**src/common/gpdev_pkg.sv**
```systemverilog
// Package for the instrument-side bus interface: command codes, field layouts,
// timing counts and the carrier structs shared by the core and its helpers.
// Assumes a single 40 MHz clock domain.
package gpdev_pkg;

  // Clock rate and derived counts
  localparam int CLK_HZ = 40_000_000;
  localparam int CLK_NS = 25;
  // Settle time from data on the bus to data valid asserted, in ns
  localparam int SETTLE_NS = 100;
  localparam int SETTLE_CYC = (SETTLE_NS + CLK_NS - 1) / CLK_NS;
  localparam logic [3:0] SETTLE_CNT = 4'(SETTLE_CYC);

  // Byte and address layout
  localparam int BYTE_W = 8;
  localparam int ADDR_W = 5;
  localparam int GROUP_MSB = 6;
  localparam int GROUP_LSB = 5;
  localparam int SRQ_BIT = 6;
  localparam int FIFO_DEPTH = 4;

  // Command group codes in bits 6:5 while attention is true
  localparam logic [1:0] GRP_ACG = 2'h0;
  localparam logic [1:0] GRP_LAG = 2'h1;
  localparam logic [1:0] GRP_TAG = 2'h2;
  localparam logic [1:0] GRP_SCG = 2'h3;

  // Address that means unlisten or untalk
  localparam logic [4:0] ADDR_UN = 5'h1f;

  // Addressed commands
  localparam logic [6:0] CMD_GTL = 7'h01;
  localparam logic [6:0] CMD_SDC = 7'h04;
  localparam logic [6:0] CMD_GET = 7'h08;
  // Universal commands
  localparam logic [6:0] CMD_LLO = 7'h11;
  localparam logic [6:0] CMD_DCL = 7'h14;
  localparam logic [6:0] CMD_SPE = 7'h18;
  localparam logic [6:0] CMD_SPD = 7'h19;

  // Trigger mode codes; the two bus-triggerable ones named
  localparam logic [2:0] TRIG_BUS_A = 3'h2;
  localparam logic [2:0] TRIG_BUS_B = 3'h3;

  // Control lines sampled from the bus, active high after inversion
  typedef struct packed {
    logic atn;
    logic ren;
    logic ifc;
    logic dav;
    logic nrfd;
    logic ndac;
  } gpdev_ctl_t;

  // One received data byte with its end flag
  typedef struct packed {
    logic eoi;
    logic [7:0] data;
  } gpdev_word_t;

  // Interface state shown to the instrument
  typedef struct packed {
    logic remote;
    logic lockout;
    logic talk;
    logic listen;
    logic spoll;
  } gpdev_stat_t;

endpackage : gpdev_pkg

```
**src/core/gpdev_sync.sv**
```systemverilog
// Two-flop synchroniser for a bundle of asynchronous bus lines.
// Assumes the lines are quasi-static compared to the 40 MHz clock.
`timescale 1ns/1ps
`default_nettype none
module gpdev_sync #(
  parameter int W = 1
) (
  // Clock and reset
  input wire logic i_clk,
  input wire logic i_resetn,
  // Lines
  input wire logic [W-1:0] i_async,
  output logic [W-1:0] o_sync
);
  logic [W-1:0] meta_ff;
  logic [W-1:0] sync_ff;

  // First stage read only by the second
  always_ff @(posedge i_clk or negedge i_resetn) begin
    if (!i_resetn) begin
      meta_ff <= '0;
      sync_ff <= '0;
    end else begin
      meta_ff <= i_async;
      sync_ff <= meta_ff;
    end
  end

  assign o_sync = sync_ff;
endmodule // gpdev_sync
`default_nettype wire

```
**src/core/gpdev_fifo.sv**
```systemverilog
// Small synchronous FIFO with valid/ready on both sides.
// Read data come straight from a register; one clock domain.
`timescale 1ns/1ps
`default_nettype none
module gpdev_fifo #(
  parameter int WIDTH = 9,
  parameter int DEPTH = 4
) (
  // Clock and reset
  input wire logic i_clk,
  input wire logic i_resetn,
  input wire logic i_flush,
  // Fill side
  input wire logic i_in_valid,
  output logic o_in_ready,
  input wire logic [WIDTH-1:0] i_in_data,
  // Drain side
  output logic o_out_valid,
  input wire logic i_out_ready,
  output logic [WIDTH-1:0] o_out_data
);
  localparam int AW = $clog2(DEPTH);
  logic [WIDTH-1:0] mem_ff [DEPTH];
  logic [AW-1:0] wr_ff, nxt_wr, rd_ff, nxt_rd;
  logic [AW:0] cnt_ff, nxt_cnt;
  logic [WIDTH-1:0] out_ff, nxt_out;
  logic out_v_ff, nxt_out_v;
  logic push, pop, load;

  // Output register refills when empty or consumed
  always_comb begin
    load = !out_v_ff || i_out_ready;
    push = i_in_valid && o_in_ready;
    pop = load && (cnt_ff != '0);
    nxt_wr = push ? AW'(wr_ff + 1'b1) : wr_ff;
    nxt_rd = pop ? AW'(rd_ff + 1'b1) : rd_ff;
    nxt_cnt = cnt_ff + (AW+1)'(push) - (AW+1)'(pop);
    nxt_out = pop ? mem_ff[rd_ff] : out_ff;
    nxt_out_v = load ? pop : out_v_ff;
    if (i_flush) begin
      nxt_wr = '0;
      nxt_rd = '0;
      nxt_cnt = '0;
      nxt_out_v = 1'b0;
    end
  end

  always_ff @(posedge i_clk or negedge i_resetn) begin
    if (!i_resetn) begin
      wr_ff <= '0;
      rd_ff <= '0;
      cnt_ff <= '0;
      out_ff <= '0;
      out_v_ff <= 1'b0;
    end else begin
      wr_ff <= nxt_wr;
      rd_ff <= nxt_rd;
      cnt_ff <= nxt_cnt;
      out_ff <= nxt_out;
      out_v_ff <= nxt_out_v;
    end
  end

  // Storage has no reset; contents are gated by the count
  always_ff @(posedge i_clk) begin
    if (push) begin
      mem_ff[wr_ff] <= i_in_data;
    end
  end

  // Output register counts as a slot, so DEPTH words in all, not one more
  assign o_in_ready = ((cnt_ff + (AW+1)'(out_v_ff)) < (AW+1)'(DEPTH)) && !i_flush;
  assign o_out_valid = out_v_ff;
  assign o_out_data = out_ff;
endmodule // gpdev_fifo
`default_nettype wire

```
**src/core/gpdev_core.sv**
```systemverilog
// Instrument-side bus interface: handshakes, talker, listener, service
// request, remote/local, device clear and device trigger.
// Assumes open-collector pins resolved outside; all bus lines arrive
// active high (true = asserted) and unsynchronised.
// Function
// - Talk only when addressed or talk-only
// - Listen to data only after own address
// - Other talk-address in talk group unaddresses talker
// - Own talk address unaddresses the listener
// - Serial poll returns status byte, not data
// - No parallel poll response at all
// - No controller, no secondary address decode
// - Full source and acceptor handshakes
// - Assert service request line on request
// - Remote only when addressed while remote-enabled
// - Interface clear: local, talker and listener idle
// - Local lockout disables front panel return
// - Device clear reinitializes to defaults
// - Trigger works only in bus trigger modes
// - Lockout accepted only with remote enable
// - Only remote enable false cancels lockout
// - Go-to-local leaves remote, lamp off
`timescale 1ns/1ps
`default_nettype none
module gpdev_core (
  // Clock and reset
  input wire logic i_clk,
  input wire logic i_resetn,
  // Configuration
  input wire logic [4:0] i_my_addr,
  input wire logic i_talk_only,
  input wire logic [2:0] i_trig_mode,
  // Bus control lines, asserted high
  input wire gpdev_pkg::gpdev_ctl_t i_bus_ctl,
  input wire logic i_bus_eoi,
  input wire logic [7:0] i_bus_dio,
  // Bus drivers: value and enable
  output logic [7:0] o_dio_out,
  output logic o_dio_oe,
  output logic o_eoi_oe,
  output logic o_dav_oe,
  output logic o_nrfd_oe,
  output logic o_ndac_oe,
  output logic o_srq_oe,
  // Talker source from instrument
  input wire logic i_tx_valid,
  input wire logic [7:0] i_tx_data,
  input wire logic i_tx_last,
  output logic o_tx_ready,
  input wire logic [7:0] i_status_byte,
  input wire logic i_rsv,
  // Listener data to instrument
  output logic o_rx_valid,
  output logic [7:0] o_rx_data,
  output logic o_rx_eoi,
  input wire logic i_rx_ready,
  // Events and state
  output logic o_trigger,
  output logic o_dev_clear,
  output logic o_panel_lock,
  output gpdev_pkg::gpdev_stat_t o_stat
);
  typedef enum {SH_IDLE, SH_SETTLE, SH_WAIT_RFD, SH_WAIT_DAC, SH_DONE} gpdev_sh_t;
  typedef enum {AH_READY, AH_TAKE, AH_WAIT_DROP} gpdev_ah_t;

  gpdev_pkg::gpdev_ctl_t ctl;
  logic [8:0] dat_s;
  gpdev_pkg::gpdev_word_t fin, fout;
  logic fin_ready, fout_valid, fifo_flush;

  // All bus inputs cross into the clock domain
  gpdev_sync #(.W(6)) u_sync_ctl (
    .i_clk(i_clk),
    .i_resetn(i_resetn),
    .i_async(i_bus_ctl),
    .o_sync(ctl)
  );
  gpdev_sync #(.W(9)) u_sync_dat (
    .i_clk(i_clk),
    .i_resetn(i_resetn),
    .i_async({i_bus_eoi, i_bus_dio}),
    .o_sync(dat_s)
  );

  // State registers
  gpdev_sh_t sh_ff, nxt_sh;
  gpdev_ah_t ah_ff, nxt_ah;
  logic [3:0] cnt_ff, nxt_cnt;
  logic [7:0] dio_ff, nxt_dio;
  logic eoi_ff, nxt_eoi;
  logic dio_oe_ff, nxt_dio_oe;
  logic dav_ff, nxt_dav;
  logic nrfd_ff, nxt_nrfd;
  logic ndac_ff, nxt_ndac;
  logic srq_ff, nxt_srq;
  logic talk_ff, nxt_talk;
  logic listen_ff, nxt_listen;
  logic spe_ff, nxt_spe;
  logic remote_ff, nxt_remote;
  logic lock_ff, nxt_lock;
  logic trig_ff, nxt_trig;
  logic clr_ff, nxt_clr;
  logic sb_sent_ff, nxt_sb_sent;
  logic tx_rdy_ff, nxt_tx_rdy;

  // Decode of the byte latched by the acceptor
  logic [7:0] cmd;
  logic [1:0] grp;
  logic [4:0] adr;
  logic take, is_cmd, is_data;
  logic my_la, my_ta, unl, unt, other_ta;
  logic talking, src_ok;
  logic [8:0] src_word;

  always_comb begin
    cmd = dat_s[7:0];
    grp = cmd[gpdev_pkg::GROUP_MSB:gpdev_pkg::GROUP_LSB];
    adr = cmd[gpdev_pkg::ADDR_W-1:0];
    take = (ah_ff == AH_TAKE);
    is_cmd = take && ctl.atn;
    is_data = take && !ctl.atn && listen_ff;
    // Only primary addresses decode; secondaries fall through
    my_la = is_cmd && grp == gpdev_pkg::GRP_LAG && adr == i_my_addr;
    my_ta = is_cmd && grp == gpdev_pkg::GRP_TAG && adr == i_my_addr;
    unl = is_cmd && grp == gpdev_pkg::GRP_LAG && adr == gpdev_pkg::ADDR_UN;
    unt = is_cmd && grp == gpdev_pkg::GRP_TAG && adr == gpdev_pkg::ADDR_UN;
    other_ta = is_cmd && grp == gpdev_pkg::GRP_TAG && adr != i_my_addr;
    talking = (talk_ff || i_talk_only) && !ctl.atn && !ctl.ifc;
    // Serial poll sends the status byte once in place of data
    src_ok = spe_ff ? !sb_sent_ff : fout_valid;
    src_word = spe_ff ? {1'b1, i_status_byte[7:gpdev_pkg::SRQ_BIT+1], srq_ff,
                         i_status_byte[gpdev_pkg::SRQ_BIT-1:0]} : fout;
  end

  // Addressing, remote/local, serial poll and device events
  always_comb begin
    nxt_talk = talk_ff;
    nxt_listen = listen_ff;
    nxt_spe = spe_ff;
    nxt_remote = remote_ff;
    nxt_lock = lock_ff;
    nxt_trig = 1'b0;
    nxt_clr = 1'b0;
    nxt_srq = i_rsv && !(spe_ff && sb_sent_ff && talk_ff);
    if (my_la) begin
      nxt_listen = 1'b1;
      if (ctl.ren) nxt_remote = 1'b1;
    end
    if (unl) nxt_listen = 1'b0;
    if (my_ta) nxt_talk = 1'b1;
    if (other_ta) nxt_talk = 1'b0;
    if (is_cmd && grp == gpdev_pkg::GRP_TAG && adr != i_my_addr && !unt) begin
      nxt_listen = nxt_listen;
    end
    // Listener drops when our own talk address arrives
    if (my_ta) nxt_listen = 1'b0;
    if (my_la) nxt_talk = 1'b0;
    if (unt) nxt_talk = 1'b0;
    if (is_cmd) begin
      unique case (cmd[6:0])
        gpdev_pkg::CMD_SPE: nxt_spe = 1'b1;
        gpdev_pkg::CMD_SPD: nxt_spe = 1'b0;
        gpdev_pkg::CMD_LLO: if (ctl.ren) nxt_lock = 1'b1;
        gpdev_pkg::CMD_DCL: nxt_clr = 1'b1;
        gpdev_pkg::CMD_GTL: if (listen_ff) nxt_remote = 1'b0;
        gpdev_pkg::CMD_SDC: if (listen_ff) nxt_clr = 1'b1;
        gpdev_pkg::CMD_GET:
          if (listen_ff && (i_trig_mode == gpdev_pkg::TRIG_BUS_A ||
                            i_trig_mode == gpdev_pkg::TRIG_BUS_B)) begin
            nxt_trig = 1'b1;
          end
        default: ;
      endcase
    end
    // Parallel poll commands fall into default and are ignored
    if (!ctl.ren) begin
      nxt_remote = 1'b0;
      nxt_lock = 1'b0;
    end
    if (ctl.ifc) begin
      nxt_talk = 1'b0;
      nxt_listen = 1'b0;
      nxt_spe = 1'b0;
      nxt_remote = 1'b0;
    end
  end

  // Source handshake
  always_comb begin
    nxt_sh = sh_ff;
    nxt_cnt = cnt_ff;
    nxt_dio = dio_ff;
    nxt_eoi = eoi_ff;
    nxt_dio_oe = dio_oe_ff;
    nxt_dav = dav_ff;
    nxt_sb_sent = sb_sent_ff;
    nxt_tx_rdy = 1'b0;
    if (!spe_ff) nxt_sb_sent = 1'b0;
    unique case (sh_ff)
      SH_IDLE: begin
        nxt_dav = 1'b0;
        nxt_dio_oe = 1'b0;
        nxt_eoi = 1'b0;
        if (talking && src_ok) begin
          nxt_dio = src_word[7:0];
          nxt_eoi = src_word[8];
          nxt_dio_oe = 1'b1;
          nxt_cnt = gpdev_pkg::SETTLE_CNT;
          nxt_sh = SH_SETTLE;
        end
      end
      SH_SETTLE: begin
        // Data settle before data valid, per the source timing
        if (cnt_ff != 4'h0) nxt_cnt = cnt_ff - 4'h1;
        else nxt_sh = SH_WAIT_RFD;
      end
      SH_WAIT_RFD: begin
        if (!ctl.nrfd) begin
          nxt_dav = 1'b1;
          nxt_sh = SH_WAIT_DAC;
        end
      end
      SH_WAIT_DAC: begin
        if (!ctl.ndac) begin
          nxt_dav = 1'b0;
          nxt_tx_rdy = !spe_ff;
          if (spe_ff) nxt_sb_sent = 1'b1;
          nxt_sh = SH_DONE;
        end
      end
      SH_DONE: begin
        nxt_dio_oe = 1'b0;
        nxt_eoi = 1'b0;
        nxt_sh = SH_IDLE;
      end
    endcase
    // Attention or clear aborts a source cycle at once
    if (!talking) begin
      nxt_sh = SH_IDLE;
      nxt_dav = 1'b0;
      nxt_dio_oe = 1'b0;
      nxt_eoi = 1'b0;
      nxt_tx_rdy = 1'b0;
    end
  end

  // Acceptor handshake
  always_comb begin
    nxt_ah = ah_ff;
    nxt_nrfd = nrfd_ff;
    nxt_ndac = ndac_ff;
    unique case (ah_ff)
      AH_READY: begin
        // Hold off data when the receive buffer is full
        nxt_nrfd = !(ctl.atn || (listen_ff && fin_ready));
        nxt_ndac = 1'b1;
        if (ctl.dav && !nrfd_ff) begin
          nxt_nrfd = 1'b1;
          nxt_ah = AH_TAKE;
        end
      end
      AH_TAKE: begin
        nxt_ndac = 1'b0;
        nxt_ah = AH_WAIT_DROP;
      end
      AH_WAIT_DROP: begin
        if (!ctl.dav) begin
          nxt_ndac = 1'b1;
          nxt_ah = AH_READY;
        end
      end
    endcase
    // Acceptor only runs under attention or while listening
    if (!(ctl.atn || listen_ff) || ctl.ifc) begin
      nxt_ah = AH_READY;
      nxt_nrfd = 1'b0;
      nxt_ndac = 1'b0;
    end
  end

  assign fin = '{eoi: dat_s[8], data: dat_s[7:0]};
  assign fifo_flush = clr_ff || ctl.ifc;

  // Received data pass a small buffer toward the instrument
  gpdev_fifo #(.WIDTH(9), .DEPTH(gpdev_pkg::FIFO_DEPTH)) u_rx_fifo (
    .i_clk(i_clk),
    .i_resetn(i_resetn),
    .i_flush(fifo_flush),
    .i_in_valid(is_data),
    .o_in_ready(fin_ready),
    .i_in_data(fin),
    .o_out_valid(o_rx_valid),
    .i_out_ready(i_rx_ready),
    .o_out_data({o_rx_eoi, o_rx_data})
  );

  // Outgoing data buffer; drained by the source handshake
  gpdev_fifo #(.WIDTH(9), .DEPTH(gpdev_pkg::FIFO_DEPTH)) u_tx_fifo (
    .i_clk(i_clk),
    .i_resetn(i_resetn),
    .i_flush(clr_ff),
    .i_in_valid(i_tx_valid),
    .o_in_ready(o_tx_ready),
    .i_in_data({i_tx_last, i_tx_data}),
    .o_out_valid(fout_valid),
    .i_out_ready(tx_rdy_ff),
    .o_out_data(fout)
  );

  // Register every group
  always_ff @(posedge i_clk or negedge i_resetn) begin
    if (!i_resetn) begin
      sh_ff <= SH_IDLE;
      ah_ff <= AH_READY;
      cnt_ff <= 4'h0;
      dio_ff <= 8'h00;
      eoi_ff <= 1'b0;
      dio_oe_ff <= 1'b0;
      dav_ff <= 1'b0;
      nrfd_ff <= 1'b0;
      ndac_ff <= 1'b0;
      srq_ff <= 1'b0;
      talk_ff <= 1'b0;
      listen_ff <= 1'b0;
      spe_ff <= 1'b0;
      remote_ff <= 1'b0;
      lock_ff <= 1'b0;
      trig_ff <= 1'b0;
      clr_ff <= 1'b0;
      sb_sent_ff <= 1'b0;
      tx_rdy_ff <= 1'b0;
    end else begin
      sh_ff <= nxt_sh;
      ah_ff <= nxt_ah;
      cnt_ff <= nxt_cnt;
      dio_ff <= nxt_dio;
      eoi_ff <= nxt_eoi;
      dio_oe_ff <= nxt_dio_oe;
      dav_ff <= nxt_dav;
      nrfd_ff <= nxt_nrfd;
      ndac_ff <= nxt_ndac;
      srq_ff <= nxt_srq;
      talk_ff <= nxt_talk;
      listen_ff <= nxt_listen;
      spe_ff <= nxt_spe;
      remote_ff <= nxt_remote;
      lock_ff <= nxt_lock;
      trig_ff <= nxt_trig;
      clr_ff <= nxt_clr;
      sb_sent_ff <= nxt_sb_sent;
      tx_rdy_ff <= nxt_tx_rdy;
    end
  end

  // Drivers; the parallel poll path does not exist
  assign o_dio_out = dio_ff;
  assign o_dio_oe = dio_oe_ff;
  assign o_eoi_oe = eoi_ff;                                      // Cleared with data enable
  assign o_dav_oe = dav_ff;
  assign o_nrfd_oe = nrfd_ff;
  assign o_ndac_oe = ndac_ff;
  assign o_srq_oe = srq_ff;
  assign o_trigger = trig_ff;
  assign o_dev_clear = clr_ff;
  assign o_panel_lock = lock_ff;
  assign o_stat = '{remote: remote_ff, lockout: lock_ff, talk: talk_ff,
                    listen: listen_ff, spoll: spe_ff};
endmodule // gpdev_core
`default_nettype wire

```
**config.mk**
```make
export PLATFORM = sky130hd
export DESIGN_NAME = gpdev_core
export DESIGN_NICKNAME = d
export VERILOG_FILES = /design/src/common/gpdev_pkg.sv /design/src/core/gpdev_sync.sv /design/src/core/gpdev_fifo.sv /design/src/core/gpdev_core.sv
export SDC_FILE = /design/constraint.sdc
export NUM_CORES = 1
export LEC_CHECK = 0
export BUFFER_PORTS_ARGS = -buffer_cell sky130_fd_sc_hd__buf_2
export CELL_PAD_IN_SITES_DETAIL_PLACEMENT = 0
export CELL_PAD_IN_SITES_GLOBAL_PLACEMENT = 1
export CORE_MARGIN = 5
export CORE_UTILIZATION = 49
export DETAILED_ROUTE_END_ITERATION = 16
export PLACE_DENSITY_LB_ADDON = 0.1
export SLEW_MARGIN = 20
export SYNTH_ARGS = -nofsm -noshare
export SYNTH_HDL_FRONTEND = slang
export SYNTH_HIERARCHICAL = 1
export SYNTH_SLANG_ARGS = --single-unit
```
**constraint.sdc**
```tcl
create_clock -name i_clk -period 3.6 [get_ports i_clk]
set_input_delay 0.9 -clock i_clk [delete_from_list [all_inputs] [get_ports i_clk]]
set_output_delay 0.9 -clock i_clk [all_outputs]
set_load 0.03 [all_outputs]
```
Word-level counts from Yosys, hierarchy flattened

Memory sizes are Yosys's and may differ from the RTL's. A register that Yosys moved wholly into a read port is not among the register bits.
Cells that the tools add are included.

Output and inout bits: 33
Word-level logic and storage cells: 233
Memory bits (writable): 72
Memories: 2
Input bits: 46
Register bits: 137

Eq/ne operators: 33
Magnitude comparators: 2
Reductions and logical operators: 71
$add $sub $neg: 11
Multiplexer cells: 83

Memory list:

| memory           | depth | width | rd ports | clocked after memory_dff | wr ports | RTL line         | RTL |
|---|---|---|---|---|---|---|---|
| u_rx_fifo.mem_ff | 4     | 9     | 1        | 1                        | 1        | gpdev_fifo.sv:23 | `logic [WIDTH-1:0] mem_ff [DEPTH];` |
| u_tx_fifo.mem_ff | 4     | 9     | 1        | 1                        | 1        | gpdev_fifo.sv:23 |  |

Operator list:

| cell                  | count |
|---|---|
| $mux W32              | 8 |
| $pmux W32 S5          | 1 |
| $eq A32 B2 Y1 const B | 4 |
| $pmux W32 S3          | 1 |
| $eq A32 B1 Y1 const B | 2 |
| $logic_not A32 Y1     | 2 |
| $mux W1               | 53 |
| $eq A32 B3 Y1 const B | 1 |
| $eq A7 B5 Y1 const B  | 4 |
| $logic_and A1 B1 Y1   | 25 |
| $ne A3 B3 Y1 const B  | 6 |
| $reduce_bool A2 Y1    | 9 |
| $mux W2               | 8 |
| $logic_not A1 Y1      | 14 |
| $add A3 B1 Y3         | 4 |
| $mux W9               | 1 |
| $reduce_bool A3 Y1    | 3 |
| $add A2 B1 Y2 const B | 4 |
| $logic_or A1 B1 Y1    | 8 |
| $mux W4               | 2 |
| $ne A2 B2 Y1 const B  | 4 |
| $pmux W1 S2           | 4 |
| $pmux W4 S2           | 1 |
| $reduce_and A2 Y1     | 4 |
| 20 further kinds      | 27 |

Logic depth before layout (Yosys ltp)

Gate-level depths: netlist of run 1.

Depth in word-level cells: 10
Depth in mapped cells: 15
Gate-level depth less buffers: 15

By module

The synthesis of run 1 kept the hierarchy.

Modules (own cells, without submodules):

| module                  | seq. area each (µm²) | cells each | instances | area each (µm²) |
|---|---|---|---|---|
| gpdev_fifo (u_rx_fifo)  | 1506.4               | 118        | 1         | 2223.4 |
| gpdev_fifo (u_tx_fifo)  | 1506.4               | 118        | 1         | 2213.4 |
| gpdev_core              | 800.8                | 176        | 1         | 1818.0 |
| gpdev_sync (u_sync_dat) | 450.4                | 18         | 1         | 450.4 |
| gpdev_sync (u_sync_ctl) | 300.3                | 12         | 1         | 300.3 |

Worst setup path before layout of run 1

Ideal clock, no wire load.

Path kind: register to register
From: reg clr_ff (netlist: o_dev_clear)
To: reg u_rx_fifo.cnt_ff[2]
Clock period less this slack: 2803 ps
Setup time: 86 ps
Path buffers: 0
Path slack: 797 ps
Arrival time: 2717 ps
Required time: 3514 ps
Stages on the path, launching flop included: 13
Cells stage by stage: dfrtp_1 or2_2 or3b_4 mux2i_4 inv_1 ha_1 inv_1 ha_1 inv_1 fa_1 xor2_1 and2_1 nor3_1

Cells in the longest elaborated chain, start to end: 7

RTL lines:

| item                     | RTL line          | RTL |
|---|---|---|
| from (decl)              | gpdev_core.sv:102 | `logic clr_ff, nxt_clr;` |
| from (signal assigned)   | gpdev_core.sv:349 | `clr_ff <= nxt_clr;` |
| $logic_or A1 B1 Y1 *     | gpdev_core.sv:282 | `assign fifo_flush = clr_ff \|\| ctl.ifc;` |
| via fifo_flush           | gpdev_core.sv:69  | `logic fin_ready, fout_valid, fifo_flush;` |
| $logic_not A1 Y1         | gpdev_fifo.sv:72  | `assign o_in_ready = ((cnt_ff + (AW+1)'(out_v_ff)) < (AW+1)'(DEPTH)) && !i_flush;` |
| $logic_and A1 B1 Y1      | gpdev_fifo.sv:72  |  |
| $logic_and A1 B1 Y1      | gpdev_fifo.sv:33  | `push = i_in_valid && o_in_ready;` |
| $add A3 B1 Y3            | gpdev_fifo.sv:37  | `nxt_cnt = cnt_ff + (AW+1)'(push) - (AW+1)'(pop);` |
| $sub A3 B1 Y3            | gpdev_fifo.sv:37  |  |
| $mux W3 *                | gpdev_fifo.sv:40  | `if (i_flush) begin` |
| via u_rx_fifo.nxt_cnt[2] | gpdev_fifo.sv:25  | `logic [AW:0] cnt_ff, nxt_cnt;` |
| to (signal assigned)     | gpdev_fifo.sv:58  | `cnt_ff <= nxt_cnt;` |
| to (decl)                | gpdev_fifo.sv:25  |  |

Mark *: on every way through the listed nets, which the timed path passes. The rest lies on a longest branch.
A chain may end at the register's enable or synchronous reset.

Worst setup path in the final report of run 1

From: reg ah_ff[1]
To: reg u_rx_fifo.cnt_ff[2]

Cells in the longest elaborated chain, start to end: 7

RTL lines:

| item                             | RTL line          | RTL |
|---|---|---|
| from (decl)                      | gpdev_core.sv:87  | `gpdev_ah_t ah_ff, nxt_ah;` |
| from (signal assigned)           | gpdev_core.sv:334 | `ah_ff <= nxt_ah;` |
| $eq A32 B2 Y1                    | gpdev_core.sv:119 | `take = (ah_ff == AH_TAKE);` |
| $logic_and A1 B1 Y1 (2 in a row) | gpdev_core.sv:121 | `is_data = take && !ctl.atn && listen_ff;` |
| via is_data                      | gpdev_core.sv:110 | `logic take, is_cmd, is_data;` |
| $logic_and A1 B1 Y1              | gpdev_fifo.sv:33  |  |
| $add A3 B1 Y3                    | gpdev_fifo.sv:37  |  |
| $sub A3 B1 Y3                    | gpdev_fifo.sv:37  |  |
| $mux W3                          | gpdev_fifo.sv:40  |  |
| via u_rx_fifo.nxt_cnt[2]         | gpdev_fifo.sv:25  |  |

The timed path passes the listed nets, and every way through them passes these cells.

==> results of run 1 <==
-- sequential cells by signal (all words and copies together) (netlist names), 8 cells and up --
name and count:
u_rx_fifo/o_out_data 9, u_sync_dat/o_sync 9, u_sync_dat/meta_ff 9, u_tx_fifo/mem_ff 36, u_tx_fifo/o_out_data 9, u_rx_fifo/mem_ff 36, o_dio_out 8
-- cell usage after synthesis, types with 2 or more instances --
library cell	instances
dlymetal6s2s_1	2
and2b_1	2
edfxtp_1	72
or3_2	2
o31ai_1	3
nor2b_1	12
buf_6	6
buf_4	5
or4_1	2
a31oi_1	3
a21oi_1	11
nor2_4	2
nor2_1	27
nor3_1	7
nor3_2	2
nor3b_1	3
nand2_1	14
nand3_1	5
and2_1	12
mux2_4	5
mux2_2	32
nand3b_1	4
o22ai_1	2
clkbuf_1	2
or3_1	2
ha_1	16
inv_1	17
xor2_1	2
xnor2_1	8
o21ai_0	4
nand4b_1	4
mux4_1	18
fa_1	2
mux2i_1	4
and2b_2	2
nand2b_1	4
dfrtp_1	96
-- layout make-up --
| cell class | count | area [µm²] |
|---|---|---|
| Fill cell | 1099 | 5830 |
| Inverter | 17 | 63.8 |
| Sequential cell | 168 | 4560 |
| Clock buffer | 23 | 544 |
| Multi-Input combinational cell | 241 | 2220 |
| Clock inverter | 9 | 70.1 |
| Timing Repair Buffer | 78 | 410 |
| Tap cell | 180 | 225 |
-- worst max-delay path: stages (launching register included) --
cell and delay, ns:
dfrtp_1 0.39, inv_1 0.08, ha_1 0.28, nand2_1 0.09, nor2_1 0.13, or3b_4 0.40, mux2i_4 0.23, inv_1 0.08
ha_1 0.27, inv_1 0.05, ha_1 0.13, inv_1 0.05, fa_1 0.37, xor2_1 0.16, and2_1 0.16, nor3_1 0.11
-- routing by layer --
| layer | vias to the layer above | share of wire | GRT usage |
|---|---|---|---|
| met5 | - | 0 | 0 |
| met4 | 0 | 0.010 | 0.0440 |
| met3 | 10 | 0.043 | 0.0478 |
| met2 | 70 | 0.47 | 0.239 |
| met1 | 1923 | 0.48 | 0.229 |
| li1 | 1785 | - | - |
-- power groups by stage --
| stage | clock network, mW | logic [mW] | registers (mW) |
|---|---|---|---|
| after floorplan | 0 | 0.763 | 2.63 |
| after global placement | 0 | 1.13 | 2.54 |
| after detailed placement | 0 | 1.17 | 2.56 |
| after CTS | 1.86 | 1.17 | 2.52 |
| after global routing | 1.96 | 1.28 | 2.56 |
| final | 1.82 | 1.15 | 2.51 |
-- cell families after synthesis --
logic type | synth area share
xor gates and xnor gates | 0.0125
DFF | 0.652
AOI/OAI and AO/OA | 0.0350
adders and majority gates | 0.0343
muxes | 0.139
and+or+nand+nor | 0.0972
buffers and inverters | 0.0309
-- how the worst min path moves through the flow --
| stage | from | end | cells after the start |
|---|---|---|---|
| finish | u_sync_dat/meta_ff[6] | u_sync_dat/o_sync[6] | 0 |
| global route | u_sync_dat/meta_ff[3] | u_sync_dat/o_sync[3] | 0 |
| CTS | u_sync_ctl/meta_ff[3] | u_sync_ctl/o_sync[3] | 0 |
| detailed placement | u_sync_ctl/meta_ff[3] | u_sync_ctl/o_sync[3] | 0 |
| global placement | u_sync_ctl/meta_ff[4] | u_sync_ctl/o_sync[4] | 0 |
| floorplan | u_sync_ctl/meta_ff[0] | u_sync_ctl/o_sync[0] | 0 |
==> results.md, run 1 <==
- PwrDens: 677 nW/µm²
- Maximum clock frequency: 326 MHz
- Starting Density: 0.503
- Largest net degree at the start of global routing: 53
- Via-per-instance ratio: 5.29
- Final hold slack: 0.348 ns
- Final cycle utilization of the critical path: 0.851
- CTS buffer count: 17
- CTS Hold Bufs: 0
- Post-synthesis register bit count: 168
- Unrepaired setup endpoints after global routing: no
- Synth top area share: 0.343
- Mapped Avg Cell Area: 15.8 µm²
- Run status: complete, no violations
- Skew-Pair Late Insertion Delay: 0.41 ns
- Top post-synthesis cells by area: dfrtp_1 (34%), edfxtp_1 (31%), mux4_1 (6.8%)
- Antenna violations before repair: 0
- Yosys warning count: 6
- Worst EP required: 3.93 ns
- Hold Fails Final Rpt: 0
- Worst setup path category: reg -> reg
- Post-synthesis sequential area ratio: 0.652
- Clk_skew: 0.00546 ns
- Die Y: 130 µm
- Setup TNS: 0 ns
- Post-route cell area: 8100 µm²
- DR WL/cell: 17.1 µm
- Synth area leader: dfrtp_1
- Final GP Congestion: 0.746
- Antenna violation net count after detailed routing: 0
- Final setup viols: 0
- Drt first-iter violations: 349
- Placed Cells: 684
- Synth Instances: 442
- Sw Ratio: 0.288
- Clock Path Buffers: 2
- Critical Path AT: 3.40 ns
- Worst R2R Start: ah_ff[1]
- Vias in the first global route: 3,875
- Most frequent cells in the layout: dfrtp_1 (96), buf_2 (75), edfxtp_1 (72)
- I/O Buffers: 76
- Reg2Reg Depth: 15
- Post-cts sizing count: 0
- Worst Setup End Kind: flip-flop
- CP Max Fanout: 7
- Clock group share of total power: 0.332
- Global route overflow: 0
- Sequential fraction of design power: 0.458
- Max-cap viol count: 0
- Site Rows: 43
- Reg2Reg Setup Slack: 0.54 ns
- Total GRT Usage: 0.160
- Worst setup margin: 0.536 ns
- Final Util: 0.581
- Remaining DRCs: 0
- Post-synth EDFFs: 72
- Combinational share of power: 0.210
- ANT cells: 0
- Fin nets: 587
- Setup bufs post-CTS: 0
- Setup crit start kind: flip-flop
- Syn-to-layout area delta: 15.7%
- Minimum clock period: 3.06 ns
- CTS tree: done
- Core footprint: 13,900 µm²
- Final HPWL DP: 8250 µm
- Relative slew margins: 0.588
- Maximum VDD drop: 0.424 mV
- Setup crit end: u_rx_fifo/cnt_ff[2]
- Final Non-Filler Cells: 716
- First-pass GRT wire length: 20,300 µm
- Sinks on Clock Net: 168
- Reg2Reg Capture Point: u_rx_fifo/cnt_ff[2]
- Slew Limit Fails: 0
- Sw power: 1.58 mW
- Root Buffer: clkbuf_16
- Int Pwr: 3.91 mW
- Share of synthesized registers carrying an async set or reset: 0.571
- Most used DFF post-synth: dfrtp_1
- Static Leak: 3.38 nW
- DR pass1 iterations: 4
- Pwr Total: 5.48 mW
- Worst-path clk slew: 0.06 ns
- Setup crit start: ah_ff[1]
- Total Wirelength: 12,200 µm
- Syn nets: 506
- Worst slack, placed: 0.528 ns
- Die width: 130 µm
- Share of cells above drive strength 1: 0.310
- Worst Max-Slew Pin Slew: 0.618 ns
- Leading cell type in the layout, fill and taps excluded: dfrtp_1
- Routed vias: 3,788
- Die Area: 16,800 µm²
- Worst min path class: reg -> reg
- Ports: 79
- Placed Instance Area: 7490 µm²
- H-tree depth: 4
- Cell Area, Synth: 7010 µm²
- Unique cell type count in the Yosys netlist: 63
No activity file was read; power rests on OpenSTA's default activity.
==> run 2: changes to the inputs <==
--- a/config.mk
+++ b/config.mk
@@ -5,12 +5,12 @@
 export SDC_FILE = /design/constraint.sdc
 export NUM_CORES = 1
 export LEC_CHECK = 0
-export BUFFER_PORTS_ARGS = -buffer_cell sky130_fd_sc_hd__buf_2
 export CELL_PAD_IN_SITES_DETAIL_PLACEMENT = 0
 export CELL_PAD_IN_SITES_GLOBAL_PLACEMENT = 1
 export CORE_MARGIN = 5
-export CORE_UTILIZATION = 49
+export CORE_UTILIZATION = 50
 export DETAILED_ROUTE_END_ITERATION = 16
+export DONT_BUFFER_PORTS = 1
 export PLACE_DENSITY_LB_ADDON = 0.1
 export SLEW_MARGIN = 20
 export SYNTH_ARGS = -nofsm -noshare
==> constraint.sdc (replaced) <==
create_clock -name i_clk -period 2.9 [get_ports i_clk]
set_input_delay 0.725 -clock i_clk [delete_from_list [all_inputs] [get_ports i_clk]]
set_output_delay 0.725 -clock i_clk [all_outputs]
set_load 0.03 [all_outputs]
==> run 2 against run 1 <==
  * Utilization decreased by 1.8 points
  * Sequential share of layout area increased by 2.2 points
  * Power increased by 20%
  * Clock power increased by 16%
  * Worst setup slack got worse by 0.41 ns
  * Count of clock-buffer cells in the layout decreased by 6
  * Sequential power increased by 33%
  * Combinational power about the same
  * Critical path type unchanged
  * Critical endpoint unchanged
  * Largest cell class unchanged
==> results.md, run 2 (same netlist as run 1, synthesis figures left out) <==
- Fillers: 1,084 (was 1,099)
- Die width: 128 µm (was 130 µm)
- Area of the multi-input gates: 2260 µm² (was 2220 µm²)
- Starting Density: 0.507 (was 0.503)
- Via-per-instance ratio: 5.39 (was 5.29)
- Final Util: 0.564 (was 0.581)
- Vias in the first global route: 3,759 (was 3,875)
- Worst Max-Slew Pin Slew: 0.590 ns (was 0.618 ns)
- Sinks on Clock Net: 168 (unchanged)
- Site Rows: 43 (unchanged)
- Hold Fails Final Rpt: 0 (unchanged)
- Drt first-iter violations: 254 (was 349)
- PwrDens: 844 nW/µm² (was 677 nW/µm²)
- Remaining DRCs: 0 (unchanged)
- Reg area: 4560 µm² (unchanged)
- Sw power: 2.01 mW (was 1.58 mW)
- Largest stage delay, worst path: 0.40 ns (about the same)
- Clk_skew: 0.00776 ns (was 0.00546 ns)
- Total Wirelength: 12,400 µm (was 12,200 µm)
- DR pass1 iterations: 4 (unchanged)
- Maximum clock frequency: 361 MHz (was 326 MHz)
- Metal2 WL: 5950 µm (was 5710 µm)
- DR WL/cell: 19.0 µm (was 17.1 µm)
- Critical Path AT: 3.11 ns (was 3.40 ns)
- First-pass GRT wire length: 19,900 µm (was 20,300 µm)
- Slowest cell on the critical path: dfrtp_1 (was or3b_4)
- Die Area: 16,500 µm² (was 16,800 µm²)
- Minimum clock period: 2.77 ns (was 3.06 ns)
- Setup crit start kind: flip-flop (unchanged)
- Clock group share of total power: 0.321 (was 0.332)
- Core footprint: 13,800 µm² (was 13,900 µm²)
- Total GRT Usage: 0.160 (about the same)
- Maximum VDD drop: 0.461 mV (was 0.424 mV)
- CP Max Fanout: 2 (was 7)
- Relative slew margins: 0.606 (was 0.588)
- Worst setup path category: reg -> reg (unchanged)
- Final GP Congestion: 0.724 (was 0.746)
- Die Y: 128 µm (was 130 µm)
- Ports: 79 (unchanged)
- Final setup viols: 0 (unchanged)
- Leading cell type in the layout, fill and taps excluded: dfrtp_1 (unchanged)
- Skew-Pair Late Insertion Delay: 0.42 ns (was 0.41 ns)
- I/O Buffers: 0 (was 76)
- Largest net degree at the start of global routing: 97 (was 53)
- Slew Limit Fails: 0 (unchanged)
- Sw Ratio: 0.305 (was 0.288)
- Setup TNS: 0 ns (unchanged)
- Worst Setup End Kind: flip-flop (unchanged)
- Clock Path Buffers: 2 (unchanged)
- Static Leak: 3.08 nW (was 3.38 nW)
- Setup crit start: ah_ff[1] (unchanged)
- Reg2Reg Capture Point: u_rx_fifo/cnt_ff[2] (unchanged)
- Global route overflow: 0 (unchanged)
- Critical path cell sequence: inv_2 > ha_4 > nand2_2 > nor2_2 > or3b_4 > mux2i_4 > inv_1 > ha_1 > inv_1 > ha_1 > inv_1 > fa_2 > xor2_2 > and2_4 > nor3_2 (was inv_1 > ha_1 > nand2_1 > nor2_1 > or3b_4 > mux2i_4 > inv_1 > ha_1 > inv_1 > ha_1 > inv_1 > fa_1 > xor2_1 > and2_1 > nor3_1)
- Int Pwr: 4.57 mW (was 3.91 mW)
- Worst EP required: 3.24 ns (was 3.93 ns)
- Most used cell, CP: inv_1 (unchanged)
- Antenna violations before repair: 0 (unchanged)
- Routed vias: 3,507 (was 3,788)
- DR top layer: met4 (unchanged)
- Most frequent cells in the layout: dfrtp_1 (96), edfxtp_1 (72), mux2_2 (32) (was dfrtp_1 (96), buf_2 (75), edfxtp_1 (72))
- Worst R2R Start: ah_ff[1] (unchanged)
- Reg2Reg Depth: 15 (unchanged)
- Antenna violation net count after detailed routing: 0 (unchanged)
- Combinational share of power: 0.170 (was 0.210)
- Met3 wire length: 708 µm (was 525 µm)
- Max-cap viol count: 0 (unchanged)
- ANT cells: 0 (unchanged)
- CTS tree: done (unchanged)
- Worst min path class: in -> async (was reg -> reg)
- M1 WL: 5550 µm (was 5880 µm)
- Root Buffer: clkbuf_16 (unchanged)
- Fin nets: 522 (was 587)
- Run status: complete, no violations (unchanged)
- Syn-to-layout area delta: 11.3% (was 15.7%)
- CTS buffer count: 17 (unchanged)
- Sequential fraction of design power: 0.509 (was 0.458)
- Share of cells above drive strength 1: 0.231 (was 0.310)
- Top flop regs: u_rx_fifo/mem_ff: 36 flops, u_tx_fifo/mem_ff: 36 flops (unchanged)
- Final cycle utilization of the critical path: 0.955 (was 0.851)
- Final HPWL DP: 8240 µm (was 8250 µm)
- Worst-path clk slew: 0.07 ns (was 0.06 ns)
- H-tree depth: 4 (unchanged)
- Reg2Reg Setup Slack: 0.13 ns (was 0.54 ns)
## run 2: cell types whose count changed in the layout (fill, tap and decap cells not counted), moves of 2 or more
cell	change
buf_4	+10
clkbuf_16	-4
clkinv_8	+2
buf_2	-75
clkinvlp_4	+2
## run 2: power by group through the flow
stage / logic (mW) / registers, mW / clock network (mW)
after global routing: 1.27 / 3.40 / 2.27
after floorplan: 0.947 / 3.27 / 0
after detailed placement: 1.06 / 3.41 / 0
after CTS: 1.08 / 3.37 / 2.18
final: 1.12 / 3.35 / 2.11
after global placement: 1.02 / 3.39 / 0
## run 2: area by class of cell
type,instances,share of cell area
clock buffer,17,0.0546
clock inverter,15,0.0180
inverter,17,0.00818
multi-input combinational,241,0.290
sequential,168,0.585
tap,180,0.0289
timing repair buffer,13,0.0151
## run 2: timing repair
item / in CTS / in global routing
setup buffers: 0 / 1
endpoints found under the hold margin: 96 / 96
endpoints found under the setup margin: 1 / 1
gates resized for setup: 2 / 7
pin swaps: 0 / 1
gates cloned: 0 / 0
## run 2: metrics by stage
step	area (µm²)	setup WS, ns	power, mW	std cells	hold WS, ns
5_1_grt	7800	-0.0137	6.94	651	0.267
3_5_place_dp	7160	-0.00825	4.47	617	0.335
6_report	7800	0.129	6.58	651	0.213
4_1_cts	7730	0.0248	6.62	649	-0.0195
2_1_floorplan	7010	0.0965	4.21	442	0.331
3_3_place_gp	7160	0.104	4.42	617	0.333
## run 2: per-layer routing
metal  track usage  vias to the layer above
met2         0.244                       69
met4        0.0624                        0
li1              -                     1653
met1         0.217                     1775
met3        0.0511                       10
met5             0                        -
## run 2: worst max-delay path by stage
stage | slack (ns) | depth (start not counted) | end
after floorplan | 0.1 | 12 | u_rx_fifo/cnt_ff[2]
after global placement | 0.10 | 15 | u_rx_fifo/cnt_ff[2]
after detailed placement | -0.008 | 15 | u_rx_fifo/cnt_ff[2]
after CTS | 0.02 | 15 | u_rx_fifo/cnt_ff[2]
after global routing | -0.01 | 15 | u_rx_fifo/cnt_ff[2]
final | 0.13 | 15 | u_rx_fifo/cnt_ff[2]
## run 2: worst max-delay path, delay by kind of cell (launching register included)
kind	cells	cell delay (ns)
adder cells (fa/ha/maj)	4	0.87
XOR/XNOR	1	0.16
buffers and inverters	4	0.24
AND/OR/NAND/NOR	5	0.87
multiplexers	1	0.15
flip-flops	1	0.40
==> run 3: changes to the inputs <==
--- a/config.mk
+++ b/config.mk
@@ -7,11 +7,13 @@
 export LEC_CHECK = 0
 export CELL_PAD_IN_SITES_DETAIL_PLACEMENT = 0
 export CELL_PAD_IN_SITES_GLOBAL_PLACEMENT = 1
+export CORE_ASPECT_RATIO = 0.75
 export CORE_MARGIN = 5
 export CORE_UTILIZATION = 50
 export DETAILED_ROUTE_END_ITERATION = 16
 export DONT_BUFFER_PORTS = 1
 export PLACE_DENSITY_LB_ADDON = 0.1
+export SKIP_LAST_GASP = 1
 export SLEW_MARGIN = 20
 export SYNTH_ARGS = -nofsm -noshare
 export SYNTH_HDL_FRONTEND = slang
==> run 3 against run 2 <==
  * Worst hold slack worse by 0.0090 ns
  * Combinational power down 4%
  * Utilization up 0.86 points
  * Sequential share of layout area is 0.55 points lower
  * Flip-flop and latch count unchanged
  * Clock skew grew 0.00052 ns
  * Critical path depth unchanged
  * Sequential power is essentially flat
  * Die area grew 0.15%
  * Routed wire length fell by 3.2%
  * First-iteration DRC count shrank 5.1%
  * Critical endpoint unchanged
==> results.md, run 3 (same netlist as run 1, synthesis figures left out) <==
- Site Rows: 37 (was 43)
- I/O Buffers: 0 (unchanged)
- Starting Density: 0.510 (was 0.507)
- CP Max Fanout: 2 (unchanged)
- Worst setup path category: reg -> reg (unchanged)
- ANT cells: 0 (unchanged)
- Relative slew margins: 0.614 (was 0.606)
- Root Buffer: clkbuf_16 (unchanged)
- Worst EP required: 3.24 ns (about the same)
- Die Area: 16,500 µm² (about the same)
- Largest net degree at the start of global routing: 97 (unchanged)
- Final setup viols: 0 (unchanged)
- Antenna violation net count after detailed routing: 0 (unchanged)
- First-pass GRT wire length: 19,900 µm (about the same)
- CTS buffer count: 17 (unchanged)
- Maximum clock frequency: 361 MHz (about the same)
- Slew Limit Fails: 0 (unchanged)
- Die width: 147 µm (was 128 µm)
- Share of cells above drive strength 1: 0.225 (was 0.231)
- Total Wirelength: 12,000 µm (was 12,400 µm)
- Worst Max-Slew Pin Slew: 0.578 ns (was 0.590 ns)
- Final HPWL DP: 8090 µm (was 8240 µm)
- Ports: 79 (unchanged)
- DR WL/cell: 18.5 µm (was 19.0 µm)
- Slowest cell on the critical path: or3b_4 (was dfrtp_1)
- Syn-to-layout area delta: 12.3% (was 11.3%)
- Antenna violations before repair: 0 (unchanged)
- H-tree depth: 4 (unchanged)
- Largest stage delay, worst path: 0.39 ns (was 0.40 ns)
- Worst min path class: in -> async (unchanged)
- DR pass1 iterations: 4 (unchanged)
- Total GRT Usage: 0.157 (was 0.160)
- Critical path cell sequence: inv_2 > ha_4 > nand2_1 > nor2_2 > or3b_4 > mux2i_4 > inv_1 > ha_1 > inv_1 > ha_1 > inv_1 > fa_2 > xor2_1 > and2_1 > nor3_2 (was inv_2 > ha_4 > nand2_2 > nor2_2 > or3b_4 > mux2i_4 > inv_1 > ha_1 > inv_1 > ha_1 > inv_1 > fa_2 > xor2_2 > and2_4 > nor3_2)
- Die Y: 113 µm (was 128 µm)
- Placed Cells: 610 (was 617)
- Most frequent cells in the layout: dfrtp_1 (96), edfxtp_1 (72), mux2_2 (32) (unchanged)
- Global route overflow: 0 (unchanged)
- Critical Path AT: 3.11 ns (about the same)
- Max-cap viol count: 0 (unchanged)
- Worst Setup End Kind: flip-flop (unchanged)
- Drt first-iter violations: 241 (was 254)
- Final hold slack: 0.204 ns (was 0.213 ns)
- Clk_skew: 0.00828 ns (was 0.00776 ns)
- Vias in the first global route: 3,690 (was 3,759)
- Remaining DRCs: 0 (unchanged)
- Final GP Congestion: 0.768 (was 0.724)
- Minimum clock period: 2.77 ns (about the same)
- Most used cell, CP: inv_1 (unchanged)
- Unrepaired setup endpoints after global routing: yes
- Static Leak: 3.14 nW (was 3.08 nW)
- CTS tree: done (unchanged)
- Setup crit start kind: flip-flop (unchanged)
- Leading cell type in the layout, fill and taps excluded: dfrtp_1 (unchanged)
- Core footprint: 13,700 µm² (was 13,800 µm²)
- Via-per-instance ratio: 5.45 (was 5.39)
- Final Util: 0.572 (was 0.564)
- Hold Fails Final Rpt: 0 (unchanged)
- Routed vias: 3,521 (was 3,507)
- Worst-path clk slew: 0.07 ns (about the same)
- Top flop regs: u_rx_fifo/mem_ff: 36 flops, u_tx_fifo/mem_ff: 36 flops (unchanged)
- Fillers: 1,081 (was 1,084)
- Fin nets: 522 (unchanged)
- Clock Path Buffers: 2 (unchanged)
- Run status: complete, no violations (unchanged)
- Skew-Pair Late Insertion Delay: 0.42 ns (about the same)
- PwrDens: 867 nW/µm² (was 844 nW/µm²)
- Maximum VDD drop: 0.408 mV (was 0.461 mV)
- Final cycle utilization of the critical path: 0.955 (about the same)
- Sinks on Clock Net: 168 (unchanged)
- Final Non-Filler Cells: 646 (was 651)
run 3: final timing paths:
path                       slack [ns]  cells past startpoint                      end             startpoint
hold / removal                   0.20                      1  u_rx_fifo/o_out_data[8]               i_resetn
max in group asynchronous        2.29                      1     u_sync_dat/o_sync[6]               i_resetn
hold reg to reg                  0.35                      0     u_sync_ctl/o_sync[4]  u_sync_ctl/meta_ff[4]
setup reg to reg                 0.13                     15      u_rx_fifo/cnt_ff[2]               ah_ff[1]
min in group i_clk               0.33                      0    u_sync_dat/meta_ff[4]           i_bus_dio[4]
setup / recovery                 0.13                     15      u_rx_fifo/cnt_ff[2]               ah_ff[1]
run 3: where the power goes:
group	leakage (nW)	internal [mW]	switching [mW]
Sequential	1.84	2.83	0.527
Combinational	0.980	0.594	0.488
Clock	0.320	1.47	0.914
Total	3.14	4.90	1.93
run 3: final cells by class:
type / instances / area, µm² / area share
flip-flops and latches: 168 / 4560 / 0.580
multi-input cells: 241 / 2250 / 0.286
clock buffers: 23 / 564 / 0.0717
well taps: 175 / 219 / 0.0278
repair buffers: 13 / 118 / 0.0149
clock inverters: 9 / 93.8 / 0.0119
inverters: 17 / 63.8 / 0.00811
run 3: critical path, delay by kind of cell (launching register included):
family        cells  cell delay, ns
buf+inv           4            0.25
flops             1            0.38
mux               1            0.15
xor+xnor          1            0.15
simple gates      5            0.90
fa+ha+maj         4            0.85
run 3: repair_timing:
action,in CTS,in global routing
setup endpoints to repair,0,1
setup buffers,0,3
resized for setup,0,6
endpoints found under the hold margin,96,96
run 3: routing by layer:
layer | up-vias | GRT usage | part of all wire
li1 | 1663 | - | -
met1 | 1768 | 0.226 | 0.49
met2 | 80 | 0.224 | 0.44
met3 | 10 | 0.0569 | 0.068
met4 | 0 | 0.0489 | 0.0098
met5 | - | 0 | 0
run 3: stage by stage:
step / power [mW] / setup TNS (ns) / area, µm² / setup WS, ns
4_1_cts: 6.87 / 0 / 7800 / 0.0462
2_1_floorplan: 4.21 / 0 / 7010 / 0.0965
6_report: 6.83 / 0 / 7870 / 0.131
3_3_place_gp: 4.42 / 0 / 7140 / 0.125
3_5_place_dp: 4.46 / 0 / 7140 / 0.0707
5_1_grt: 7.20 / -0.0636 / 7870 / -0.0636
